==> config.mk <==
export PLATFORM = sky130hd
export DESIGN_NAME = smartcard_uart_data_status
export DESIGN_NICKNAME = d
export VERILOG_FILES = /design/src/rtl/char_buffer.v /design/src/rtl/smartcard_uart_data_status.v
export VERILOG_INCLUDE_DIRS = /design/src /design/src/rtl
export SDC_FILE = /design/constraint.sdc
export NUM_CORES = 1
export LEC_CHECK = 0
export BUFFER_PORTS_ARGS = -buffer_cell sky130_fd_sc_hd__buf_2
export CAP_MARGIN = 20
export CORE_AREA = 2 2 91 93
export CTS_BUF_LIST = sky130_fd_sc_hd__clkbuf_8
export DETAILED_ROUTE_END_ITERATION = 16
export DIE_AREA = 0 0 93 95
export PLACE_DENSITY = 0.75
export SLEW_MARGIN = 40
export SYNTH_ARGS = -nofsm -noshare
export SYNTH_HDL_FRONTEND = slang
export SYNTH_SLANG_ARGS = --single-unit
==> constraint.sdc <==
create_clock -name sys_clk -period 3.55 [get_ports sys_clk]
set_clock_uncertainty 0.2 [all_clocks]
set_input_delay 0.71 -clock sys_clk [delete_from_list [all_inputs] [get_ports sys_clk]]
set_output_delay 0.71 -clock sys_clk [all_outputs]
set_load 0.02 [all_outputs]
==> src/rtl/smartcard_uart_defines.vh <==
// constants shared by the smart card uart data and status block
// Function
// - a written character starts sending five clocks after the write strobe rise is sampled
// - a character written during extra guard time starts when that time expires
// - after a card rejection, resend starts at 13.5 or 15 etu by mode
// - no new transmission begins while a character is still being sent
// - in t0, transmit empty set at 11.5 etu, parity error flagged on rejection
// - in t1, transmit empty set at 10.5 etu after the start bit
// - transmit data is sent in direct convention, least significant bit first
// - synchronous card mode drives transmit bit zero straight onto the line
// - writes are held before transmission mode is enabled
// - transmit and receive registers share offset 0D, write versus read
// - synchronous card mode: receive bit zero reflects the line level
// - received parity error sets its flag at 10.5 etu and pulls irq low
// - parity-error characters are dropped in t0 and stored in t1
// - receive full set at 10.5 etu on store, cleared by reading receive data
// - status bit 6 is one while the receive fifo is empty
// - status bit 7 follows clock switch completion, cleared by soft reset
// - in t1, a 22 etu counter from each start bit sets status bit 5
// - in t0, the guard bit follows a 16 etu counter instead
// - status bit 2 shows card presence
// - after reset the empty/full bit is 0, fifo empty is 1, bits 4,3,1 zero
// - empty/full clears on soft reset, transmit write, receive read, switch to receive mode
// - no mixed status bit drives the interrupt output
`ifndef SMARTCARD_UART_DEFINES_VH
`define SMARTCARD_UART_DEFINES_VH
`define ADDR_MIXED_STATUS   8'h0C
`define ADDR_DATA           8'h0D
`define MSR_CLOCK_SWITCH_DONE_BIT       7
`define MSR_FIFO_EMPTY_BIT  6
`define MSR_BGT_BIT         5
`define MSR_PRESENT_BIT     2
`define MSR_TX_EMPTY_RX_FULL_FLAG_BIT     0
`define RESET_BYTE          8'h00
`define WR_START_DELAY      2'h2
// etu figures in half etu units
`define HETU_T1_FLAG        6'h15
`define HETU_T0_FLAG        6'h17
`define HETU_REP_MANUAL     6'h1B
`define HETU_REP_AUTO       6'h1E
`define HETU_BGT_T1         6'h2C
`define HETU_BGT_T0         6'h20
`define HETU_RX_SAMPLE_BASE 6'h02
`define HETU_PARITY_NAK     6'h15
`define CHAR_BITS           4'hA
`endif

==> src/rtl/char_buffer.v <==
// two-entry valid/ready buffer for received characters
module char_buffer
(
   input  wire       sys_clk,
   input  wire       reset,
   input  wire       in_valid,
   output wire       in_ready,
   input  wire [7:0] in_data,
   output wire       out_valid,
   input  wire       out_ready,
   output reg  [7:0] out_data
);
   reg [7:0] slot_reg;
   reg [1:0] count_reg;
   wire      push;
   wire      pop;

   assign in_ready  = (count_reg != 2'h2);
   assign out_valid = (count_reg != 2'h0);
   assign push      = in_valid & in_ready;
   assign pop       = out_valid & out_ready;

   ////////////////////////////////////////////////////////////////////////
   // head stays in out_data, second entry waits in slot
   always @(posedge sys_clk)
   begin
      if (reset)
      begin
         count_reg <= 2'h0;
         out_data  <= 8'h00;
         slot_reg  <= 8'h00;
      end
      else
      begin
         count_reg <= count_reg + {1'b0, push} - {1'b0, pop};
         if (pop && count_reg == 2'h2)
            out_data <= slot_reg;
         else if (push && (count_reg == 2'h0 || (pop && count_reg == 2'h1)))
            out_data <= in_data;
         if (push && count_reg != 2'h0 && !(pop && count_reg == 2'h1))
            slot_reg <= in_data;
      end
   end
endmodule

==> src/rtl/smartcard_uart_data_status.v <==
// character data path and mixed status of the smart card uart
`include "smartcard_uart_defines.vh"
module smartcard_uart_data_status
(
   input  wire       sys_clk,
   input  wire       reset,
   input  wire [7:0] addr,
   input  wire [7:0] wdata,
   input  wire       wr_n,
   input  wire       rd_n,
   output reg  [7:0] rdata,
   input  wire       half_etu_tick,
   input  wire       protocol_t1,
   input  wire       tx_mode,
   input  wire       auto_repeat,
   input  wire       sync_card_select,
   input  wire       extra_guard_running,
   input  wire       clock_switch_to_half,
   input  wire       clock_switch_to_xtal,
   input  wire       soft_reset_bit,
   input  wire       presence_contact,
   input  wire       io_in,
   output reg        io_out,
   output reg        io_oe,
   output wire       irq_n,
   output reg        tx_empty_flag,
   output reg        parity_error_flag,
   output reg        rx_full_flag
);
   localparam ST_IDLE = 2'h0;
   localparam ST_WAIT = 2'h1;
   localparam ST_SEND = 2'h2;
   localparam ST_RX   = 2'h3;

   reg  [7:0] tx_holding_reg;
   reg        tx_pending_reg;
   reg  [1:0] wr_delay_reg;
   reg  [1:0] state_reg;
   reg  [5:0] hetu_reg;
   reg  [9:0] shift_reg;
   reg        nak_seen_reg;
   reg        resend_reg;
   reg        bgt_flag_reg;
   reg  [5:0] bgt_cnt_reg;
   reg        clock_switch_done_reg;
   reg        tx_mode_reg;
   reg  [2:0] wr_sync_reg;
   reg  [2:0] rd_sync_reg;
   reg  [2:0] io_sync_reg;
   reg  [1:0] presence_contact_sync_reg;
   reg        rx_valid_reg;
   reg  [7:0] rx_char_reg;
   wire       wr_rise;
   wire       rd_fall;
   wire       io_level;
   wire       start_edge;
   wire       rx_read;
   wire       buf_ready;
   wire       buf_valid;
   wire [7:0] buf_data;
   wire [7:0] mixed_status_reg;

   ////////////////////////////////////////////////////////////////////////
   // even parity over data plus parity bit: an even count of ones is good
   function parity_ok;
      input [8:0] bits;
      begin
         parity_ok = ~^bits;
      end
   endfunction

   function addr_hit;
      input [7:0] a;
      input [7:0] ref_a;
      begin
         addr_hit = (a == ref_a);
      end
   endfunction

   ////////////////////////////////////////////////////////////////////////
   // pins come from outside, two flops before any logic looks at them
   always @(posedge sys_clk)
   begin
      if (reset)
      begin
         wr_sync_reg   <= 3'h7;
         rd_sync_reg   <= 3'h7;
         io_sync_reg   <= 3'h7;
         presence_contact_sync_reg <= 2'h0;
      end
      else
      begin
         wr_sync_reg   <= {wr_sync_reg[1:0], wr_n};
         rd_sync_reg   <= {rd_sync_reg[1:0], rd_n};
         io_sync_reg   <= {io_sync_reg[1:0], io_in};
         presence_contact_sync_reg <= {presence_contact_sync_reg[0], presence_contact};
      end
   end

   // edges are taken only from second and third stages
   assign wr_rise    = wr_sync_reg[1] & ~wr_sync_reg[2];
   assign rd_fall    = ~rd_sync_reg[1] & rd_sync_reg[2];
   assign io_level   = io_sync_reg[1];
   assign start_edge = ~io_sync_reg[1] & io_sync_reg[2];
   assign rx_read    = rd_fall & addr_hit(addr, `ADDR_DATA);

   ////////////////////////////////////////////////////////////////////////
   // host write into the transmit holding register
   always @(posedge sys_clk)
   begin
      if (reset)
      begin
         tx_holding_reg <= `RESET_BYTE;
         tx_pending_reg <= 1'b0;
         wr_delay_reg   <= 2'h0;
      end
      else
      begin
         if (wr_rise && addr_hit(addr, `ADDR_DATA))
         begin
            tx_holding_reg <= wdata;
            tx_pending_reg <= 1'b1;
            wr_delay_reg   <= `WR_START_DELAY;
         end
         else
         begin
            if (wr_delay_reg != 2'h0)
               wr_delay_reg <= wr_delay_reg - 2'h1;
            if (state_reg == ST_IDLE && tx_pending_reg && tx_mode && !sync_card_select
                && wr_delay_reg == 2'h0 && !extra_guard_running && !resend_reg)
               tx_pending_reg <= 1'b0;
         end
      end
   end

   ////////////////////////////////////////////////////////////////////////
   // character engine: send, resend wait and receive share one timer
   always @(posedge sys_clk)
   begin
      if (reset)
      begin
         state_reg         <= ST_IDLE;
         hetu_reg          <= 6'h00;
         shift_reg         <= 10'h3FF;
         nak_seen_reg      <= 1'b0;
         resend_reg        <= 1'b0;
         io_out            <= 1'b1;
         io_oe             <= 1'b0;
         tx_empty_flag     <= 1'b0;
         parity_error_flag <= 1'b0;
         rx_full_flag      <= 1'b0;
         rx_valid_reg      <= 1'b0;
         rx_char_reg       <= `RESET_BYTE;
      end
      else
      begin
         rx_valid_reg <= 1'b0;
         if (rx_read || soft_reset_bit)
            rx_full_flag <= 1'b0;
         if (wr_rise && addr_hit(addr, `ADDR_DATA))
            tx_empty_flag <= 1'b0;
         if (sync_card_select)
         begin
            io_oe  <= tx_mode;
            io_out <= tx_holding_reg[0];
         end
         case (state_reg)
            ST_IDLE:
            begin
               io_oe  <= sync_card_select & tx_mode;
               if (!sync_card_select)
                  io_out <= 1'b1;
               // only leaves idle once the prior character has ended
               if (tx_pending_reg && tx_mode && !sync_card_select && wr_delay_reg == 2'h0
                   && !extra_guard_running && !resend_reg)
               begin
                  state_reg <= ST_SEND;
                  shift_reg <= {^tx_holding_reg, tx_holding_reg, 1'b0};
                  hetu_reg  <= 6'h00;
                  io_oe     <= 1'b1;
                  io_out    <= 1'b0;
               end
               else if (resend_reg)
               begin
                  state_reg <= ST_WAIT;
               end
               else if (start_edge && !tx_mode && !sync_card_select)
               begin
                  state_reg <= ST_RX;
                  hetu_reg  <= 6'h00;
               end
            end
            ST_SEND:
            begin
               if (half_etu_tick)
               begin
                  hetu_reg <= hetu_reg + 6'h01;
                  // bits change on odd ticks so the start bit is close to one etu,
                  // the tick phase is free so it may come up to a half etu short
                  if (hetu_reg[0] && hetu_reg < {1'b0, `CHAR_BITS, 1'b0} - 6'h02)
                  begin
                     io_out    <= shift_reg[1];
                     shift_reg <= {1'b1, shift_reg[9:1]};
                  end
                  if (hetu_reg == {1'b0, `CHAR_BITS, 1'b0} - 6'h01)
                     io_oe <= 1'b0;
                  if (hetu_reg == `HETU_PARITY_NAK && !protocol_t1 && !io_level)
                     nak_seen_reg <= 1'b1;
                  if (protocol_t1 && hetu_reg == `HETU_T1_FLAG - 6'h01)
                  begin
                     tx_empty_flag <= 1'b1;
                     state_reg     <= ST_IDLE;
                  end
                  if (!protocol_t1 && hetu_reg == `HETU_T0_FLAG - 6'h01)
                  begin
                     tx_empty_flag <= ~nak_seen_reg;
                     if (nak_seen_reg)
                     begin
                        parity_error_flag <= 1'b1;
                        resend_reg        <= 1'b1;
                        state_reg         <= ST_WAIT;
                     end
                     else
                        state_reg <= ST_IDLE;
                     nak_seen_reg <= 1'b0;
                  end
               end
            end
            ST_WAIT:
            begin
               // resend point counted from the rejected start bit, taken on a
               // tick so it never lands ahead of the half etu mark
               if (half_etu_tick)
               begin
                  hetu_reg <= hetu_reg + 6'h01;
                  if (hetu_reg >= (auto_repeat ? `HETU_REP_AUTO : `HETU_REP_MANUAL))
                  begin
                     resend_reg <= 1'b0;
                     state_reg  <= ST_SEND;
                     shift_reg  <= {^tx_holding_reg, tx_holding_reg, 1'b0};
                     hetu_reg   <= 6'h00;
                     io_oe      <= 1'b1;
                     io_out     <= 1'b0;
                  end
               end
            end
            ST_RX:
            begin
               if (half_etu_tick)
               begin
                  hetu_reg <= hetu_reg + 6'h01;
                  if (!hetu_reg[0] && hetu_reg >= `HETU_RX_SAMPLE_BASE) // near mid bit
                     shift_reg <= {io_level, shift_reg[9:1]};
                  if (hetu_reg == `HETU_T1_FLAG - 6'h01)
                  begin
                     state_reg <= ST_IDLE;
                     if (!parity_ok(shift_reg[9:1]))
                        parity_error_flag <= 1'b1;
                     if (parity_ok(shift_reg[9:1]) || protocol_t1)
                     begin
                        rx_valid_reg <= 1'b1;
                        rx_char_reg  <= shift_reg[8:1];
                        rx_full_flag <= 1'b1;
                     end
                  end
               end
            end
            default:
               state_reg <= ST_IDLE;
         endcase
         if (tx_mode != tx_mode_reg && !tx_mode)
            tx_empty_flag <= 1'b0;
         if (soft_reset_bit)
         begin
            tx_empty_flag     <= 1'b0;
            parity_error_flag <= 1'b0;
         end
      end
   end

   // parity flag is the only source of the interrupt
   assign irq_n = ~parity_error_flag;

   ////////////////////////////////////////////////////////////////////////
   // receive buffer: host drains it on read; a character arriving while both entries are full is lost
   char_buffer rx_buffer
   (
      .sys_clk   (sys_clk),
      .reset     (reset),
      .in_valid  (rx_valid_reg),
      .in_ready  (buf_ready),
      .in_data   (rx_char_reg),
      .out_valid (buf_valid),
      .out_ready (rx_read),
      .out_data  (buf_data)
   );

   ////////////////////////////////////////////////////////////////////////
   // block guard counter restarts at each start bit
   always @(posedge sys_clk)
   begin
      if (reset)
      begin
         bgt_cnt_reg  <= 6'h00;
         bgt_flag_reg <= 1'b0;
         tx_mode_reg  <= 1'b0;
      end
      else
      begin
         tx_mode_reg <= tx_mode;
         if (start_edge)
         begin
            bgt_cnt_reg  <= 6'h00;
            bgt_flag_reg <= 1'b0;
         end
         else if (half_etu_tick && !bgt_flag_reg)
         begin
            bgt_cnt_reg <= bgt_cnt_reg + 6'h01;
            if (bgt_cnt_reg == (protocol_t1 ? `HETU_BGT_T1 : `HETU_BGT_T0) - 6'h01)
               bgt_flag_reg <= 1'b1;
         end
      end
   end

   ////////////////////////////////////////////////////////////////////////
   // clock switch completion; set wins over clear
   always @(posedge sys_clk)
   begin
      if (reset)
         clock_switch_done_reg <= 1'b0;
      else if (clock_switch_to_half)
         clock_switch_done_reg <= 1'b1;
      else if (clock_switch_to_xtal || soft_reset_bit)
         clock_switch_done_reg <= 1'b0;
   end

   assign mixed_status_reg = {clock_switch_done_reg, ~buf_valid, bgt_flag_reg, 2'b00,
                              presence_contact_sync_reg[1], 1'b0,
                              tx_empty_flag | rx_full_flag};

   ////////////////////////////////////////////////////////////////////////
   // read data, registered
   always @(posedge sys_clk)
   begin
      if (reset)
         rdata <= `RESET_BYTE;
      else if (addr_hit(addr, `ADDR_MIXED_STATUS))
         rdata <= mixed_status_reg;
      else if (addr_hit(addr, `ADDR_DATA))
         rdata <= sync_card_select ? {7'h00, io_level} : buf_data;
      else
         rdata <= `RESET_BYTE;
   end
endmodule

After elaboration in Yosys (flattened, before gate mapping)
Index checks and enable logic that the tools add are counted.
W data, S select, Z words.
{ "word_totals": {"elab_cells": 233, "regBits": 91} }
{ "classes": {"n_mux": 78, "reduce_logical": 69, "n_lt_le_gt_ge": 3, "add_sub_neg": 6, "bitwise_logic": 18, "n_eq_ne": 30} }
{ "ops": {"columns": ["operator", "n"], "rows": [
  ["$mux W10", 7],
  ["$mux W8", 5],
  ["$pmux W10 S4", 1],
  ["$mux W1", 39],
  ["$mux W6", 6],
  ["$logic_and A1 B1 Y1", 27],
  ["$eq A6 B5 Y1 const B", 4],
  ["$mux W2", 12],
  ["$ne A2 B2 Y1 const B", 11],
  ["$reduce_and A7 Y1", 3],
  ["$pmux W6 S3", 1],
  ["$reduce_bool A2 Y1", 9],
  ["$eq A8 B4 Y1 const B", 2],
  ["$add A6 B1 Y6 const B", 2],
  ["$not A1 Y1", 10],
  ["$logic_not A1 Y1", 9],
  ["$reduce_xnor A9 Y1", 1],
  ["$pmux W2 S4", 1],
  ["$reduce_and A4 Y1", 2],
  ["$reduce_or A2 Y1", 4],
  ["$reduce_or A4 Y1", 2],
  ["$reduce_xor A8 Y1", 1],
  ["$and A1 B1 Y1", 7],
  ["$eq A2 B2 Y1 const B", 3],
  ["other kinds (26)", 35]
]} }

Logic depth before layout (Yosys ltp)
{ "logic_depth": {"depth_word": 9, "mapped_depth": 9, "depth_no_buf": 9} }

Cells and area by module
From an unflattened synthesis, not the netlist that was laid out.
{ "hier_totals": {"hier_cells": 451, "area_unflattened_um2": 4170.2} }
{ "by_module_without_submodules": {"columns": ["mod", "n_inst", "cells_per_inst", "area_each_um2", "seq_area_each_um2"], "rows": [
  ["smartcard_uart_data_status", 1, 357, 3298.2, 1441.4],
  ["char_buffer", 1, 94, 872.1, 360.3]
]} }

Worst setup path before layout
No wires, ideal clock.
{ "synth_timing": {"kind": "in2reg", "from": "input auto_repeat", "to": "register shift_reg[1]", "arrival_time_ps": 2184, "required_time_ps": 3209, "setup_time_ps": 141, "stages": 8, "n_path_buf": 1, "slack_ps": 1025, "cell_sequence": "inv_1 > ha_1 > nand2b_1 > a311o_1 > a2bb2oi_1 > o21a_1 > clkbuf_1 > o211ai_1"} }
{ "synth_via": {"elab_chain_len": 4} }
{ "synth_rtl": {"columns": ["element", "line_no", "text"], "rows": [
  ["from (decl)", "smartcard_uart_data_status.v:15", "input wire auto_repeat,"],
  ["$mux W3 (no source line)", null, null],
  ["$ge A6 B5 Y1", "smartcard_uart_data_status.v:236", "if (hetu_reg >= (auto_repeat ? `HETU_REP_AUTO : `HETU_REP_MANUAL))"],
  ["$ne A2 B2 Y1 (no source line)", null, null],
  ["$reduce_and A7 Y1 (no source line)", null, null],
  ["to (signal assigned)", "smartcard_uart_data_status.v:203", "shift_reg <= {1'b1, shift_reg[9:1]};"],
  ["to (signal assigned)", "smartcard_uart_data_status.v:240", "shift_reg <= {^tx_holding_reg, tx_holding_reg, 1'b0};"],
  ["to (signal assigned)", "smartcard_uart_data_status.v:253", "shift_reg <= {io_level, shift_reg[9:1]};"],
  ["to (decl)", "smartcard_uart_data_status.v:40", "reg [9:0] shift_reg;"]
]} }
Every way passes these cells.
A chain may end at the register's enable or synchronous reset.

Final worst setup path
{ "layout_timing": {"from": "register hetu_reg[0]", "to": "register shift_reg[8]"} }
{ "layout_via": {"elab_chain_len": 4, "word_cells_on_any_way": 10, "cone_classes": "order compare (3); eq/ne (3); reduce/logical (4)"} }
{ "layout_rtl": {"columns": ["element", "line_no", "text"], "rows": [
  ["from (decl)", "smartcard_uart_data_status.v:39", "reg [5:0] hetu_reg;"],
  ["from (signal assigned)", "smartcard_uart_data_status.v:197", "hetu_reg <= hetu_reg + 6'h01;"],
  ["from (signal assigned)", "smartcard_uart_data_status.v:235", "hetu_reg <= hetu_reg + 6'h01;"],
  ["from (signal assigned)", "smartcard_uart_data_status.v:251", "hetu_reg <= hetu_reg + 6'h01;"],
  ["$ge A6 B2 Y1 (no source line) (tied with other cells)", null, null],
  ["$logic_and A1 B1 Y1 (on tied branches)", null, null],
  ["$ne A2 B2 Y1 (no source line)", null, null],
  ["$reduce_and A7 Y1 (no source line) (*)", null, null],
  ["to (signal assigned)", "smartcard_uart_data_status.v:178", "shift_reg <= {^tx_holding_reg, tx_holding_reg, 1'b0};"],
  ["to (signal assigned)", "smartcard_uart_data_status.v:203", null],
  ["to (signal assigned)", "smartcard_uart_data_status.v:240", null]
]} }
Mark *: on every way between the ends. The rest lies on a longest branch, timed or not.

==> impl_results.md <==
* Max Cap Viol at 0
* Netlist cell types at 70
* # IOs at 45
* DRC at 0
* FP Rows at 33
* CP Class: reg2reg
* Worst hold path class: reg2reg
* Clk buf depth at 2
* Diode count at 0
* Initial DRC count at about 140
* Beginning of the critical path: hetu_reg[0]
* Vias at about 3300
* Final setup viols at 0
* Root buf cell: clkbuf_8
* Relative slew slack at 0.517
* Post-route antenna net violation count at 0
* Initial antenna violation count at 0
* Least-Margin Pin Slew at roughly 0.72 ns
* Syn-to-layout area delta at 11.2%
* Critical Path RT at between 3 and 4 ns
* PD cells at 395 mW/mm²
* Clk sinks at 90
* Peak VDD IR at about 0.22 mV
* Post-CTS Setup Bufs at 0
* H-tree depth at 3
* Die width at ~93 µm
* Internal cell power at around 0.0014 W
* Worst r2r path cells at 8
* Yosys top cell area share at 0.423
* Worst reg2reg path endpoint: shift_reg[8]
* DR pass1 iterations at 5
* First-pass GRT wire length at ~14000 µm
* Reg clk slew, reported paths at about 0.09 ns
* Fill cells at 720
* Wirelength, routed at ~8600 µm
* Synth Net Count at 478
* Yosys Warn Count at 0
* Yosys reg bits at 90
* DR WL/cell at 14.7 µm
* CP max FO at 11
* CP Capture Point: shift_reg[8]
* Initial Utilization at 0.537
* Most frequent cells in the layout: dfxtp_1 (90), nor2_1 (53), buf_2 (44), mux2i_1 (36), a21oi_1 (25)
* Max Slew Vio Count at 0
* WP data arrival at around 2.7 ns
* Top FF cell, synth: dfxtp_1
* Nets at approximately 520
* FFs w/ async S/R, synth at 0
* Status: complete, no violations
* Number of enable flip-flop cells after synthesis at 0
* Final period util at 0.746
* Aggregate global-route resource usage at 0.209
* Synthesized area per cell at 9.72 µm²
* Largest register FFs at 9
* TritonCTS Buffers at 9
* Setup TNS at 0 ns
* Ratio of cells with drive above 1 in the final layout at 0.206
* Fraction of power consumed by sequential logic at 0.551
* Mapped Cells at approximately 440
* Vias in the first global route at approximately 3100
* Mapped Area at roughly 0.0043 mm²
* HPWL Detailed at approximately 6100 µm
* Hold bufs inserted after CTS at 0
* Die H at 95 µm
* Final Hold Fails at 0
* Switching Share at 0.243
* Reg2reg setup slack at 0.90 ns
* Clock power share at 0.394
* Startpoint Class: register
* Comb power frac at 0.054
* FMAX at 0.377 GHz
* # port buffers at 44
* Top area cells in the synthesized netlist: dfxtp_1 (42%), mux2i_1 (8.5%), nor2_1 (4.7%), o211ai_1 (3.2%), a21oi_1 (2.9%)
* Worst skew pair latency at between 0.3 and 0.4 ns
* Largest net degree at the start of global routing at 60
* P_sw at 0.000455 W
* Total power at ~0.0019 W
* GP Congestion at ~0.86
* GR Overflow Total at 0
* Minimum clock period at roughly 2.6 ns
* Reg2reg start: hetu_reg[0]
* Vias/cell at 5.61
* P_leak at 1.90 nW
* RSZ-0062 raised after global routing: no
* CP endpoint kind: register
* Core area at between 0.007 and 0.008 mm²
* Register area share after synthesis at 0.423
* Cell taking the most area after synthesis: dfxtp_1
* CTS tree: yes
* Post-CTS sizing at 0
* Most common cell after layout, fill and taps aside: dfxtp_1
* Die Area at slightly below 0.009 mm²
==> Yosys cell counts, drive strengths merged (3+ instances only) <==
| library cell | instances |
|---|---|
| dfxtp | 90 |
| nor2 | 55 |
| mux2i | 37 |
| a21oi | 26 |
| nand3 | 19 |
| o211ai | 19 |
| o21ai | 16 |
| clkbuf | 15 |
| inv | 13 |
| xnor2 | 13 |
| a211oi | 12 |
| nand2 | 11 |
| nor2b | 10 |
| nor3 | 10 |
| ha | 9 |
| or2 | 9 |
| buf | 6 |
| xor2 | 6 |
| nand2b | 5 |
| and2 | 4 |
| nand4 | 4 |
| a31oi | 3 |
| o21a | 3 |
| o31ai | 3 |
| or3 | 3 |
==> layer usage <==
metal,global-route usage,part of all wire
met1,0.272,0.46
met2,0.338,0.47
met3,0.0407,0.051
met4,0.0907,0.023
met5,0,0
==> critical path, stage by stage (launching register included) <==
cell and delay, ns:
dfxtp_1 0.44, inv_1 0.18, ha_1 0.30, nand2b_1 0.14
a311o_1 0.40, a2bb2oi_1 0.17, buf_4 0.19, o21a_1 0.32
o211ai_1 0.16
==> cell families after synthesis <==
family	share of synthesized area
buffers and inverters	0.0385
XOR/XNOR	0.0500
AO/OA/AOI/OAI	0.177
multiplexers	0.0934
flip-flops	0.423
AND/OR/NAND/NOR	0.191
adder cells (fa/ha/maj)	0.0264
==> metrics by stage <==
stage / hold WS, ns / std cells / utilization / area [µm²] / setup slack [ns]
finish: 0.219 / 586 / 0.597 / 4730 / 0.900
global route: 0.225 / 586 / 0.597 / 4730 / 0.776
CTS: 0.220 / 586 / 0.597 / 4730 / 0.925
detailed placement: 0.197 / 570 / 0.571 / 4520 / 0.716
global placement: 0.193 / 570 / 0.571 / 4520 / 0.792
floorplan: 0.189 / 438 / - / 4260 / 1.03
==> final cells by class <==
type                       count  area (µm²)  share of cell area
clock inverter                 6        71.3              0.0151
clock buffer                  10         138              0.0291
multi-input combinational    314        2290               0.484
tap                          105         131              0.0278
inverter                      13        48.8              0.0103
timing repair buffer          48         250              0.0529
sequential                    90        1800               0.381
==> how the worst min path moves through the flow <==
stage	startpoint	to	depth (start not counted)
6_report	io_sync_reg[0]	io_sync_reg[1]	1
3_3_place_gp	io_sync_reg[0]	io_sync_reg[1]	1
3_5_place_dp	io_sync_reg[0]	io_sync_reg[1]	1
5_1_grt	io_sync_reg[0]	io_sync_reg[1]	1
4_1_cts	wr_sync_reg[0]	wr_sync_reg[1]	1
2_1_floorplan	io_sync_reg[0]	io_sync_reg[1]	1
==> power groups by stage <==
stage               Clock [W]  Sequential (W)  Combinational, W
finish               0.000737         0.00103          0.000102
detailed placement          0         0.00105          0.000101
CTS                  0.000751         0.00103          0.000102
global placement            0         0.00105         0.0000993
global route         0.000793         0.00103          0.000113
floorplan                   0         0.00105         0.0000699
(Power assumes the default switching activity.)
